==> src/rtl/ispm_pkg.sv <==
package ispm_pkg;
	// ==========================================================
	// register map
	localparam logic [7:0] routing_config_offset = 8'h03;
	localparam int routing_width = 7;
	localparam logic [6:0] routing_reset = 7'h00;
	localparam logic [7:0] mode_offset = 8'h10;
	localparam logic [7:0] status_offset = 8'h11;
	localparam logic [3:0] mode_reset = 4'h0;
	// ==========================================================
	// field positions
	localparam int cfg_lsb = 0;
	localparam int inv_bit = 3;
	localparam int ref_lsb = 4;
	// ==========================================================
	// codes
	localparam logic [2:0] cfg_diff = 3'h0;
	localparam logic [2:0] cfg_single_cross = 3'h2;
	localparam logic [2:0] cfg_double_cross = 3'h3;
	localparam logic [2:0] cfg_se = 3'h4;
	localparam logic [2:0] cfg_se_cross = 3'h7;
	localparam logic [1:0] ref_own = 2'h0;
	localparam logic [1:0] ref_out = 2'h2;
	localparam logic [1:0] ref_ext = 2'h3;
	localparam logic [6:0] bypass_code = 7'h40;
	localparam logic [3:0] bypass_mode = 4'h6;
	// pin selector codes, pin x1..x6 = 0..5
	localparam logic [2:0] pin_x1 = 3'h0;
	localparam logic [2:0] pin_x2 = 3'h1;
	localparam logic [2:0] pin_x3 = 3'h2;
	localparam logic [2:0] pin_x4 = 3'h3;
	localparam logic [2:0] pin_x5 = 3'h4;
	localparam logic [2:0] pin_x6 = 3'h5;
	// reference source for the channels
	typedef enum logic [2:0] {
		ispm_ref_internal = 3'b001,
		ispm_ref_sincos = 3'b010,
		ispm_ref_external = 3'b100
	} ispm_ref_type;
endpackage : ispm_pkg

==> src/rtl/ispm_sel_if.sv <==
`timescale 1ns/1ps
interface ispm_sel_if;
	logic [2:0] cos_pos;
	logic [2:0] cos_neg;
	logic [2:0] sin_neg;
	logic index_swap;
	logic bypass;
	ispm_pkg::ispm_ref_type ref_src;
	logic x2_ref_out;
	logic x2_ref_in;
	logic cfg_valid;
	modport dec(output cos_pos, cos_neg, sin_neg, index_swap, bypass, ref_src,
		x2_ref_out, x2_ref_in, cfg_valid);
	modport use_sel(input cos_pos, cos_neg, sin_neg, index_swap, bypass, ref_src,
		x2_ref_out, x2_ref_in, cfg_valid);
endinterface : ispm_sel_if

==> src/rtl/ispm_decode.sv <==
`timescale 1ns/1ps
module ispm_decode (
	input wire logic [6:0] cfg,
	input wire logic [3:0] mode,
	ispm_sel_if.dec sel
);
	logic [2:0] code;
	logic [1:0] refsel;
	assign code = cfg[ispm_pkg::cfg_lsb +: 3];
	assign refsel = cfg[ispm_pkg::ref_lsb +: 2];
	// ==========================================================
	// input configuration
	always_comb begin
		sel.cos_pos = ispm_pkg::pin_x3;
		sel.cos_neg = ispm_pkg::pin_x5;
		sel.sin_neg = ispm_pkg::pin_x6;
		sel.cfg_valid = 1'b1;
		unique case (code)
			ispm_pkg::cfg_diff: begin // [RL3]
				sel.cos_neg = ispm_pkg::pin_x5;
			end
			ispm_pkg::cfg_single_cross: begin // [RL3]
				sel.cos_neg = ispm_pkg::pin_x6;
				sel.sin_neg = ispm_pkg::pin_x5;
			end
			ispm_pkg::cfg_double_cross: begin // [RL3]
				sel.cos_pos = ispm_pkg::pin_x5;
				sel.cos_neg = ispm_pkg::pin_x6;
				sel.sin_neg = ispm_pkg::pin_x3;
			end
			ispm_pkg::cfg_se: begin // [RL4]
				sel.cos_neg = ispm_pkg::pin_x2;
				sel.sin_neg = ispm_pkg::pin_x2;
			end
			ispm_pkg::cfg_se_cross: begin // [RL4]
				sel.cos_pos = ispm_pkg::pin_x5;
				sel.cos_neg = ispm_pkg::pin_x2;
				sel.sin_neg = ispm_pkg::pin_x2;
			end
			default: begin
				// undefined codes keep the differential routing
				sel.cfg_valid = 1'b0;
			end
		endcase
	end
	// ==========================================================
	// index polarity, reference and bypass
	assign sel.index_swap = cfg[ispm_pkg::inv_bit]; // [RL5]
	assign sel.bypass = (cfg == ispm_pkg::bypass_code) && (mode == ispm_pkg::bypass_mode); // [RL9]
	always_comb begin
		sel.ref_src = ispm_pkg::ispm_ref_internal; // [RL6]
		sel.x2_ref_out = 1'b0;
		sel.x2_ref_in = 1'b0;
		if (refsel == ispm_pkg::ref_out) begin
			sel.ref_src = ispm_pkg::ispm_ref_sincos; // [RL7]
			sel.x2_ref_out = 1'b1;
		end else if (refsel == ispm_pkg::ref_ext) begin
			sel.ref_src = ispm_pkg::ispm_ref_external; // [RL8]
			sel.x2_ref_in = 1'b1;
		end
	end
endmodule : ispm_decode

==> src/rtl/ispm_top.sv <==
`timescale 1ns/1ps
// Function
// RL1: index inputs always from x1 and x2
// RL2: x4 always feeds sine positive input
// RL3: codes 0,2,3 route cosine and sine negative
// RL4: single-ended codes 4,7 use x2 negatives
// RL5: bit 3 swaps index outputs
// RL6: reference code 0 uses own references
// RL7: code 2 shares sincos reference, drives x2
// RL8: code 3 takes external reference on x2
// RL9: 0x40 with mode 6 bypasses amplifiers
// RL10: software writes only defined routing values
// RL11: b pair cosine, a pair sine normally
// RL12: routing register writable, selects follow directly
module ispm_top (
	input wire logic ref_clk,
	input wire logic rst,
	input wire logic [7:0] addr,
	input wire logic [7:0] wdata,
	input wire logic wr,
	input wire logic rd,
	output logic [7:0] rdata,
	input wire logic [5:0] pin_x,
	input wire logic [5:0] amp_out,
	output logic index_pos_input,
	output logic index_neg_input,
	output logic sine_pos_input,
	output logic sine_neg_input,
	output logic cosine_pos_input,
	output logic cosine_neg_input,
	output logic index_pos_output,
	output logic index_neg_output,
	output logic pin_pb,
	output logic pin_nb,
	output logic pin_pa,
	output logic pin_na,
	output logic pin_pz,
	output logic pin_nz,
	output logic [2:0] channel_ref_sel,
	output logic x2_ref_out_oe_n,
	output logic x2_ref_in_en
);
	// amp_out: index p/n, sine p/n, cosine p/n amplifier outputs (0..5)
	logic [6:0] input_routing_config;
	logic [3:0] op_mode;
	ispm_sel_if sel ();

	// ==========================================================
	// register file
	always_ff @(posedge ref_clk or posedge rst) begin
		if (rst) begin
			input_routing_config <= ispm_pkg::routing_reset;
		end else if (wr && addr == ispm_pkg::routing_config_offset) begin
			input_routing_config <= wdata[6:0]; // [RL12]
		end
	end

	always_ff @(posedge ref_clk or posedge rst) begin
		if (rst) begin
			op_mode <= ispm_pkg::mode_reset;
		end else if (wr && addr == ispm_pkg::mode_offset) begin
			op_mode <= wdata[3:0];
		end
	end

	always_ff @(posedge ref_clk or posedge rst) begin
		if (rst) begin
			rdata <= 8'h00;
		end else if (rd) begin
			unique case (addr)
				ispm_pkg::routing_config_offset: rdata <= {1'b0, input_routing_config};
				ispm_pkg::mode_offset: rdata <= {4'h0, op_mode};
				ispm_pkg::status_offset: rdata <= {3'h0, sel.x2_ref_in, sel.x2_ref_out,
					sel.index_swap, sel.bypass, sel.cfg_valid};
				default: rdata <= 8'h00;
			endcase
		end else begin
			rdata <= 8'h00;
		end
	end

	// selects follow the register with no extra stage
	ispm_decode u_dec (
		.cfg(input_routing_config),
		.mode(op_mode),
		.sel(sel)
	);

	// ==========================================================
	// analog path model as digital selects
	function automatic logic pick(input logic [5:0] pins, input logic [2:0] idx);
		pick = (idx < 3'h6) ? pins[idx] : 1'b0;
	endfunction : pick

	assign index_pos_input = pin_x[ispm_pkg::pin_x1]; // [RL1]
	assign index_neg_input = pin_x[ispm_pkg::pin_x2]; // [RL1]
	assign sine_pos_input = pin_x[ispm_pkg::pin_x4]; // [RL2]
	assign sine_neg_input = pick(pin_x, sel.sin_neg); // [RL3] [RL4]
	assign cosine_pos_input = pick(pin_x, sel.cos_pos); // [RL3] [RL4]
	assign cosine_neg_input = pick(pin_x, sel.cos_neg); // [RL3] [RL4]
	assign index_pos_output = sel.index_swap ? amp_out[1] : amp_out[0]; // [RL5]
	assign index_neg_output = sel.index_swap ? amp_out[0] : amp_out[1]; // [RL5]

	// bypass hands the raw pins straight to the drivers
	always_comb begin
		if (sel.bypass) begin
			pin_pb = pin_x[ispm_pkg::pin_x3]; // [RL9]
			pin_nb = pin_x[ispm_pkg::pin_x5];
			pin_pa = pin_x[ispm_pkg::pin_x4];
			pin_na = pin_x[ispm_pkg::pin_x6];
			pin_pz = pin_x[ispm_pkg::pin_x1];
			pin_nz = pin_x[ispm_pkg::pin_x2];
		end else begin
			pin_pb = amp_out[4]; // [RL11]
			pin_nb = amp_out[5];
			pin_pa = amp_out[2];
			pin_na = amp_out[3];
			pin_pz = index_pos_output;
			pin_nz = index_neg_output;
		end
	end

	assign channel_ref_sel = sel.ref_src; // [RL6] [RL7] [RL8]
	// low enable while x2 carries the sincos reference out
	assign x2_ref_out_oe_n = ~sel.x2_ref_out; // [RL7]
	assign x2_ref_in_en = sel.x2_ref_in; // [RL8]
endmodule : ispm_top

==> config.mk <==
export PLATFORM = sky130hd
export DESIGN_NAME = ispm_top
export DESIGN_NICKNAME = d
export VERILOG_FILES = /design/src/rtl/ispm_pkg.sv /design/src/rtl/ispm_sel_if.sv /design/src/rtl/ispm_decode.sv /design/src/rtl/ispm_top.sv
export SDC_FILE = /design/constraint.sdc
export NUM_CORES = 1
export LEC_CHECK = 0
export BUFFER_PORTS_ARGS = -buffer_cell sky130_fd_sc_hd__buf_2
export CAP_MARGIN = 20
export CORE_UTILIZATION = 41
export CTS_CLUSTER_DIAMETER = 100
export DETAILED_ROUTE_END_ITERATION = 10
export PLACE_DENSITY = 0.76
export SLEW_MARGIN = 20
export SYNTH_ARGS = -nofsm -noshare
export SYNTH_HDL_FRONTEND = slang
export SYNTH_SLANG_ARGS = --single-unit
==> constraint.sdc <==
create_clock -name ref_clk -period 1.3 [get_ports ref_clk]
set_input_delay 0.13 -clock ref_clk [delete_from_list [all_inputs] [get_ports ref_clk]]
set_output_delay 0.13 -clock ref_clk [all_outputs]
set_load 0.01 [all_outputs]
=== After elaboration in Yosys (flattened, before gate mapping) ===
Cells that the tools add are included.

* $add $sub $neg: 0
* Multiplexer cells: 28
* Div/mod/pow operators: 0
* Bitwise logic cells: 1
* Magnitude comparators: 6
* Multiply operators: 0
* Reduce and logical (&&, ||, !) cells: 8
* Shifts and indexed selects: 0
* Equality and inequality tests: 11

{| class="wikitable"
|+ Operators with widths
! kind !! count
|-
| 7-bit one-hot mux with 3 select lines || 1
|-
| 1-bit two-way mux || 18
|-
| 8-bit by 5-bit equality test with 1-bit output (second input constant) || 2
|-
| 3-bit by 4-bit < comparator with 1-bit output (second input constant) || 3
|-
| 1-bit binary-select mux with 3-bit select || 3
|-
| 3-bit < comparator (second input constant) || 3
|-
| 3-bit two-way mux || 3
|-
| 3-bit one-hot mux with 3 select lines || 1
|-
| 8-bit by 2-bit equality test with 1-bit output (second input constant) || 1
|-
| 8-bit two-way mux || 1
|-
| 7-bit equality test (second input constant) || 1
|-
| 3-bit by 2-bit equality test with 1-bit output (second input constant) || 2
|-
| 3-bit equality test (second input constant) || 2
|-
| 3-bit one-hot mux with 2 select lines || 1
|-
| 2-bit OR reduction || 3
|-
| 5-bit OR reduction || 1
|-
| 2-bit equality test (second input constant) || 2
|-
| 4-bit by 3-bit equality test with 1-bit output (second input constant) || 1
|-
| 1-bit logical AND || 3
|-
| 3-bit logical NOT || 1
|-
| 1-bit inverter || 1
|}

* Bits in writable memories: 0
* Register bits after elaboration: 19
* Memories: 0
* Bits in latches: 0
* Bits in read-only memories: 0
* Word-level logic and storage cells: 57

=== Depth between registers and ports, before layout ===
Gate-level depths: netlist of the first run.

* Depth after elaboration: 6
* Mapped depth: 5
* Depth with buffers taken out: 3

=== By module ===
From an unflattened synthesis of the first run, not the netlist that was laid out.

* Cell total of the unflattened synthesis: 108
* Area total of the unflattened synthesis: 1244.9 um^2

{| class="wikitable"
|+ Modules (own cells, without submodules)
! module !! times used !! area an instance (um^2) !! cells an instance
|-
| ispm_top || 1 || 1081.0 || 84
|-
| ispm_decode || 1 || 163.9 || 24
|}

=== Worst setup path before layout of the first run ===
OpenSTA, ideal clock, no wires.

* Path type: reg2out
* Start point: reg input_routing_config[0]
* End point: out pin_na
* Path buffers: 1
* Data required time: 1.170 ns
* Arrival time: 1.255 ns
* Setup slack: -0.085 ns
* Stages on the path, launching flop included: 5
* Path through: dfrtp_1 buf_4 and4bb_2 nand3_2 mux2_2

* Cells in the longest elaborated chain, start to end: 3

{| class="wikitable"
|+ RTL lines
! what !! RTL line !! RTL
|-
| start, declared || ispm_top.sv:44 || <nowiki>logic [6:0] input_routing_config;</nowiki>
|-
| start signal, assigned || ispm_top.sv:52 || <nowiki>input_routing_config <= ispm_pkg::routing_reset;</nowiki>
|-
| start signal, assigned || ispm_top.sv:54 || <nowiki>input_routing_config <= wdata[6:0];</nowiki>
|-
| 7-bit equality test || ispm_decode.sv:49 || <nowiki>assign sel.bypass = (cfg == ispm_pkg::bypass_code) && (mode == ispm_pkg::bypass_mode);</nowiki>
|-
| 1-bit logical AND || ispm_decode.sv:49 ||
|-
| 1-bit two-way mux || ispm_top.sv:106 || <nowiki>if (sel.bypass) begin</nowiki>
|-
| end, declared || ispm_top.sv:36 || <nowiki>output logic pin_na,</nowiki>
|}

Every way passes these cells.

=== Worst setup path after layout of the first run ===
* Start point: reg input_routing_config[1]
* End point: out pin_na

Same word-level chain as after synthesis.

==> results of run 1 <==
-- how the worst max path moves through the flow --
| stage | to | slack, ps | cells after the start |
|---|---|---|---|
| 2_1_floorplan | pin_na | -80 | 4 |
| 3_3_place_gp | pin_na | -190 | 4 |
| 3_5_place_dp | pin_na | -220 | 4 |
| 4_1_cts | pin_na | -530 | 4 |
| 5_1_grt | pin_na | -590 | 5 |
| 6_report | pin_na | -540 | 4 |
-- cell usage after synthesis (2+ instances only) --
| cell | count | area share |
|---|---|---|
| sky130_fd_sc_hd__mux2_2 | 24 | 0.23 |
| sky130_fd_sc_hd__dfrtp_1 | 18 | 0.38 |
| sky130_fd_sc_hd__buf_4 | 8 | 0.050 |
| sky130_fd_sc_hd__a21oi_1 | 5 | 0.021 |
| sky130_fd_sc_hd__and3b_1 | 4 | 0.029 |
| sky130_fd_sc_hd__inv_1 | 4 | 0.013 |
| sky130_fd_sc_hd__nand2_1 | 4 | 0.013 |
| sky130_fd_sc_hd__and3_1 | 3 | 0.016 |
| sky130_fd_sc_hd__mux2i_1 | 3 | 0.025 |
| sky130_fd_sc_hd__nor2_1 | 3 | 0.0095 |
| sky130_fd_sc_hd__nor2b_1 | 3 | 0.016 |
| sky130_fd_sc_hd__o21ai_0 | 3 | 0.013 |
| sky130_fd_sc_hd__a22oi_1 | 2 | 0.013 |
| sky130_fd_sc_hd__buf_2 | 2 | 0.0084 |
| sky130_fd_sc_hd__nand4_1 | 2 | 0.011 |
| sky130_fd_sc_hd__nor3_1 | 2 | 0.0084 |
| sky130_fd_sc_hd__o22ai_1 | 2 | 0.011 |
-- logic make-up after synthesis --
family | after synthesis | share of synthesized area
DFF | 18 | 0.3785
buffers and inverters | 15 | 0.08097
other | 1 | 0.003152
and+or+nand+nor | 33 | 0.2051
AOI/OAI and AO/OA | 15 | 0.07991
muxes | 27 | 0.2524
-- layout by cell type, fill, tap and decap left out, types with 2 or more instances in the layout --
master	count
sky130_fd_sc_hd__a21oi_1	5
sky130_fd_sc_hd__a22oi_1	2
sky130_fd_sc_hd__and3_1	3
sky130_fd_sc_hd__and3b_1	4
sky130_fd_sc_hd__buf_2	54
sky130_fd_sc_hd__buf_4	11
sky130_fd_sc_hd__buf_6	11
sky130_fd_sc_hd__clkbuf_4	3
sky130_fd_sc_hd__dfrtp_1	18
sky130_fd_sc_hd__inv_1	3
sky130_fd_sc_hd__mux2_2	19
sky130_fd_sc_hd__mux2_4	5
sky130_fd_sc_hd__mux2i_1	3
sky130_fd_sc_hd__nand2_1	3
sky130_fd_sc_hd__nand4_1	2
sky130_fd_sc_hd__nor2_1	2
sky130_fd_sc_hd__nor2b_1	3
sky130_fd_sc_hd__nor3_1	2
sky130_fd_sc_hd__o21ai_0	3
-- worst max-delay path, cell delays in order (launching register included) --
cell and delay (ps):
sky130_fd_sc_hd__dfrtp_1 440, sky130_fd_sc_hd__nor4b_4 350, sky130_fd_sc_hd__nand3_4 160, sky130_fd_sc_hd__mux2_4 330, sky130_fd_sc_hd__buf_6 120
-- per-stage QoR --
step / setup TNS, ps / setup slack, ps / power (mW) / util
after floorplan: -411.0 / -78.87 / 0.7554 / -
after global placement: -1138 / -187.5 / 0.8664 / 0.5685
after detailed placement: -1522 / -219.6 / 0.8781 / 0.5685
after CTS: -4562 / -525.4 / 1.250 / 0.6075
after global routing: -5251 / -593.1 / 1.337 / 0.6293
final: -4615 / -535.8 / 1.275 / 0.6293
-- layout make-up --
type                       instances  share of cell area
timing repair buffer              77              0.2805
sequential                        18              0.2596
inverter                           4             0.01009
tap                               31             0.02235
clock buffer                       4             0.02091
multi-input combinational         76              0.4066
-- layer usage --
layer / global-route usage / share of wire
met5: 0 / 0
met2: 0.3752 / 0.52
met4: 0.07666 / 0.025
met1: 0.2340 / 0.42
met3: 0.01860 / 0.033
-- timing repair --
item                                    in CTS  in global routing
hold buffers                                 1                  0
buffers inserted                             3                  3
endpoints found under the hold margin       18                  0
gates resized for setup                      9                 15
pin swaps                                    5                  2
endpoints found under the setup margin      11                 16
cloned                                       0                  0
-- power by group --
part	internal (mW)	total [mW]	leakage [nW]	switching, mW
clock network	0.171	0.360	0.0210	0.190
registers	0.576	0.590	0.250	0.0142
logic	0.175	0.324	0.651	0.149
total	0.922	1.28	0.921	0.353
-- sequential cells by signal, indices dropped and copies added, names as in the netlist --
register / flops
rdata: 7
input_routing_config: 7
op_mode: 4
==> run summary, run 1 <==
The final-stage net count came out at 212. The setup violation total in the final timing report came out at 11. The min-delay analysis places its worst path in the category in2reg. The worst hold path begins at wdata[4].

The number of cells on the worst hold path came out at 2. STA classifies the critical path endpoint as an output pin. The share of flip-flops with an asynchronous set or reset came out at 1.000. The final count of hold timing violations is 0. The largest net degree at the start of global routing is 19.

Routability-driven placement finished with a final weighted congestion of 0.8195. Across all layers, the routed design uses 1,127 vias. The initial antenna violation count was 0. The count of flip-flops with a built-in enable after synthesis came out at 0. The number of maximum-capacitance constraint violations came out at 0.

The number of design rule violations left after detail routing is 0. Setup repair after global routing could not meet its margin everywhere. The synthesized net count came out at 141.

With fillers left out, the area of the finished cells amounts to 0.001735 mm^2. Data arrives at the worst endpoint at 1710 ps. The root buffer cell chosen for the clock tree is sky130_fd_sc_hd__clkbuf_4. The number of buffers added on ports came out at 56. The clock input transition at the sequential cells of the worst setup and hold paths came out at 110 ps. Of the available clock period, the critical path in the final layout requires 1.412. Tracing the worst setup path back leads to its startpoint at input_routing_config[1]. For this run, the top clock speed supported by timing is 544.7 MHz.

The area enclosed by the die boundary is 0.003121 mm^2. The cell depth of the worst flop-to-flop path is 5. The final reports fail on setup timing.

The number of violations reported at the end of detailed-routing iteration 0 is 21. The length of the first detailed-routing pass in iterations is 4. The number of cells produced by synthesis came out at 109. The number of synthesis warnings came out at 0.

The remaining antenna violation count after routing came out at 0. Data on the critical path is required at its endpoint by 1170 ps. From synthesis to final layout, the design area changed by 45.85%. The area of placed instances came out at 0.001568 mm^2. The largest voltage drop on the vdd net came out at 0.0006555 V. The CTS buffer count is 3. The number of ports placed on the die boundary is 59. The via count of the first global-routing pass is 1,111. The total power divided by cell area is 734.7 mW/mm^2. The worst setup path is launched from a flop. The path with the worst hold slack has its endpoint at input_routing_config[4]. The clock passes through at most 2 buffers. The overall overflow remaining after global route is 0. The worst clock skew is 2.097 ps. The insertion delay of the later-clocked pin in the worst-skew pair came out at 300 ps. The post-detailed-routing wire length is 3099 um.

The worst hold margin is 54.87 ps. The first global-routing pass estimated 4926 um of wire. The average wire per cell in the routed design came out at 14.76 um. The count of pins over their slew limit came to 0. The fraction of final layout cells with drive strength greater than 1 is 0.6425. The standard cell core area came out at 0.002758 mm^2.

The filler-free cell count of the finished design is 210. CTS built an H-tree with a depth of 1. The starting utilization of the core area came out at 0.4315.

The worst setup slack after layout came out at -535.8 ps. The share of the yosys chip area belonging to registers came out at 0.3785. The category of the most critical setup path is reg2out.

The number of synthesized register bits came out at 18. The instance count after placement with tap cells included is 201. Summed over all cells, the static leakage comes to 0.9210 nW. In this run the critical register-to-register path is launched from input_routing_config[0].

The critical register-to-register path endpoint is rdata[0]. The reg2reg setup slack is 30 ps. The chip width came out at 55.87 um.

The most used flip-flop cell after synthesis is sky130_fd_sc_hd__dfrtp_1. Summing all flip-flop and latch instances after layout gives 450.4 um^2. The number of antenna diodes in the final layout is 0.

The average via count per standard cell is 5.367. The run finished, with violations left. The clock net sink count is 18. The row count came out at 19.

The mean cell area of the mapped netlist is 10.92 um^2. From bottom edge to top edge, the die measures 55.87 um. Of all nets on the critical path, the largest fanout is 6. The HPWL after detailed placement came out at 2236 um.

The TritonCTS clock tree is done. The area of combinational cells with multiple inputs came out at 705.7 um^2. In the global route stage, overall resource usage came out at 0.2000.

The synthesized netlist contains 34 unique library cells. The total standard cell area after synthesis came out at 0.001190 mm^2. The count of filler cells inserted in the layout is 229.

The minimum clock period after layout came out at 1836 ps.
Power figures use the tool's default switching activity.
==> run 2, diff against run 1 <==
--- a/config.mk
+++ b/config.mk
@@ -7,10 +7,11 @@
 export LEC_CHECK = 0
 export BUFFER_PORTS_ARGS = -buffer_cell sky130_fd_sc_hd__buf_2
 export CAP_MARGIN = 20
-export CORE_UTILIZATION = 41
+export CORE_UTILIZATION = 45
 export CTS_CLUSTER_DIAMETER = 100
 export DETAILED_ROUTE_END_ITERATION = 10
-export PLACE_DENSITY = 0.76
+export PLACE_DENSITY = 0.79
+export RECOVER_POWER = 50
 export SLEW_MARGIN = 20
 export SYNTH_ARGS = -nofsm -noshare
 export SYNTH_HDL_FRONTEND = slang
==> constraint.sdc (replaced) <==
create_clock -name ref_clk -period 2.05 [get_ports ref_clk]
set_input_delay 0.205 -clock ref_clk [delete_from_list [all_inputs] [get_ports ref_clk]]
set_output_delay 0.205 -clock ref_clk [all_outputs]
set_load 0.01 [all_outputs]
==> run 2 against run 1 <==
Highest routed layer unchanged. Sequential share of layout area grew 5.1 points. Die area decreased by 8.6%. The run ends with hold timing left. Clock power is 51% lower. Design area decreased by 16%. Worst hold slack lost 67 ps. First-iteration DRC count is 9.5% lower. Count of clock-buffer cells in the layout shrank 1. Core utilization decreased by 4.2 points. Worst setup slack gained 610 ps. Flip-flop and latch count stayed put.
==> run summary, run 2 (synthesis gave the netlist of run 1 again) <==
The max-slew headroom at the worst pin came out at 0.5567. The insertion delay of the later-clocked pin in the worst-skew pair is 290 ps. The via count of the first global-routing pass is 953.

The setup check on the worst reg-to-reg path leaves a slack of 820 ps. The area of combinational cells with multiple inputs is 651.9 um^2. The setup path with the least slack is of type reg2out. The clock net sink count came out at 18. From synthesis to final layout, the design area changed by 22.29%.

The worst setup path is captured at an output pin. The number of buffers added on ports came out at 56. The overall overflow remaining after global route came out at 0. The worst path meets setup with 70.03 ps of slack. In the final layout, the share of cells above drive strength 1 is 0.5190. The global-route usage over all layers is 0.2100. The instance count after placement with tap cells included is 185.

The number of ports placed on the die boundary came out at 59. For the finished layout, the period the worst path requires is 1980 ps. In this run, post-CTS hold repair placed 0 buffers.

The number of gates resized after CTS came out at 0. The worst slack after detailed placement is 362.8 ps. The area of placed instances is 0.001434 mm^2. The final count of hold timing violations is 18. The count of pins over their slew limit came out at 0.

CTS placed an instance of sky130_fd_sc_hd__clkbuf_4 at the clock tree root. The antenna cell count came out at 0. The worst clock skew is 6.904 ps.

The CTS buffer count is 3. The maximum achievable frequency is 505.1 MHz. The initial antenna violation count was 0. The critical-path maximum fanout came out at 7.

The setup violation total in the final timing report came out at 0. The cell leakage power came out at 0.7227 nW. From left edge to right edge, the die measures 53.42 um. The average wire per cell in the routed design came out at 14.80 um. In this run the number of H-tree levels came out at 1.

The placer congestion estimate came out at 0.8795. STA classifies the critical path startpoint as a flop. The transition time at the pin with the least slew margin is 664.3 ps. The setup fix buffers added after clock tree synthesis came out at 0.

The final reports fail on hold timing. The worst hold margin came out at -12.45 ps. For this block, the initial DRC count from the detailed router was 19. The finished layout holds 188 standard cells, fillers aside.

In this run the remaining antenna-violating nets after routing total 0. The initial utilization of the core area, before any placement, comes to 0.4803. Max-cap violations in this run came to 0.

The final layout contains 192 nets. The routed layout has 1,022 vias. The number of design rule violations left after detail routing is 0. The maximum clock path buffer count is 2. The count of filler cells inserted in the layout is 239.

After clock tree synthesis, the clock-pin slew on the worst setup and hold paths is 100 ps. The min-delay analysis places its worst path in the category in2async. The top cell types in the final layout, fill and taps aside, are sky130_fd_sc_hd__buf_2 (47), sky130_fd_sc_hd__mux2_2 (24), sky130_fd_sc_hd__dfrtp_1 (17). The post-detailed-routing wire length is 2783 um. The required time at the endpoint of the critical path is 1850 ps. The height of the die came out at 53.42 um. The data arrival time at the worst-slack endpoint came out at 1770 ps. The largest net degree at the start of global routing is 19. The leading cell type in the layout, fill and taps excluded is sky130_fd_sc_hd__buf_2. After floorplanning, the core was sized to cover 0.002477 mm^2. TritonCTS built the clock tree. The total negative setup slack is 0 ps. The pre-antenna-repair detailed-routing pass consisted of 4 iterations.

The area taken by flip-flops and latches is 451.7 um^2. The row count came out at 18. The final design area excluding fillers is 0.001455 mm^2. The flow ran to the end, but the final reports show violations. Dividing the detail-routed via count by the number of cells gives 5.436.

The die covers 0.002854 mm^2. The largest voltage drop on the vdd net is 0.0003743 V. The total power divided by cell area came out at 482.8 mW/mm^2.

The global-route wire length before repair is 4271 um. The largest registers in the layout are input_routing_config (7), rdata (7), op_mode (4). Dividing the final minimum period by the clock period gives 0.9658. Detailed placement finished with a half-perimeter wire length of 2174 um.
run 2: cell count changes in the layout (fill, tap and decap cells not counted), moves of 5 or more:
cell	before	now
sky130_fd_sc_hd__buf_6	11	0
sky130_fd_sc_hd__buf_4	11	1
sky130_fd_sc_hd__clkbuf_1	0	9
sky130_fd_sc_hd__buf_2	54	47
sky130_fd_sc_hd__mux2_2	19	24
sky130_fd_sc_hd__mux2_4	5	0
run 2: worst paths after layout:
| kind | endpoint | depth (start not counted) | start |
|---|---|---|---|
| setup / recovery | pin_nz | 4 | input_routing_config[5] |
| hold / removal | rdata[4] | 2 | rst |
| setup reg to reg | rdata[1] | 3 | input_routing_config[2] |
| hold reg to reg | op_mode[2] | 1 | op_mode[2] |
| max in group asynchronous | input_routing_config[0] | 2 | rst |
| min in group ref_clk | input_routing_config[5] | 2 | wdata[5] |
run 2: stage by stage:
step	util	hold WS (ps)	power, mW
2_1_floorplan	-	143.6	0.4730
3_3_place_gp	0.5788	305.0	0.5231
3_5_place_dp	0.5788	335.7	0.5309
4_1_cts	0.5879	15.33	0.7005
5_1_grt	0.5874	55.78	0.7291
6_report	0.5874	-12.45	0.7025
run 2: area by class of cell:
cell class                      count  share of cell area
Tap cell                           30             0.02580
Inverter                            4             0.01032
Clock buffer                        3             0.01548
Timing Repair Buffer               57              0.1900
Sequential cell                    18              0.3104
Multi-Input combinational cell     76              0.4480
run 2: where the power goes:
| group | internal (mW) | total (mW) | leakage, nW | switching, mW |
|---|---|---|---|---|
| logic | 0.0722 | 0.145 | 0.461 | 0.0725 |
| clock network | 0.0683 | 0.176 | 0.0138 | 0.108 |
| registers | 0.365 | 0.382 | 0.248 | 0.0162 |
| total | 0.506 | 0.702 | 0.723 | 0.197 |
run 2: worst max-delay path: stages, from the launching register on:
cell and delay [ps]:
sky130_fd_sc_hd__dfrtp_1 470, sky130_fd_sc_hd__nor3_1 350, sky130_fd_sc_hd__nand3_2 220, sky130_fd_sc_hd__mux2_2 320, sky130_fd_sc_hd__buf_2 140
run 2: layer usage:
layer,wire [um],track usage
met5,0,0
met4,37,0.08333
met3,126,0.03736
met2,1556,0.3938
met1,1062,0.2267
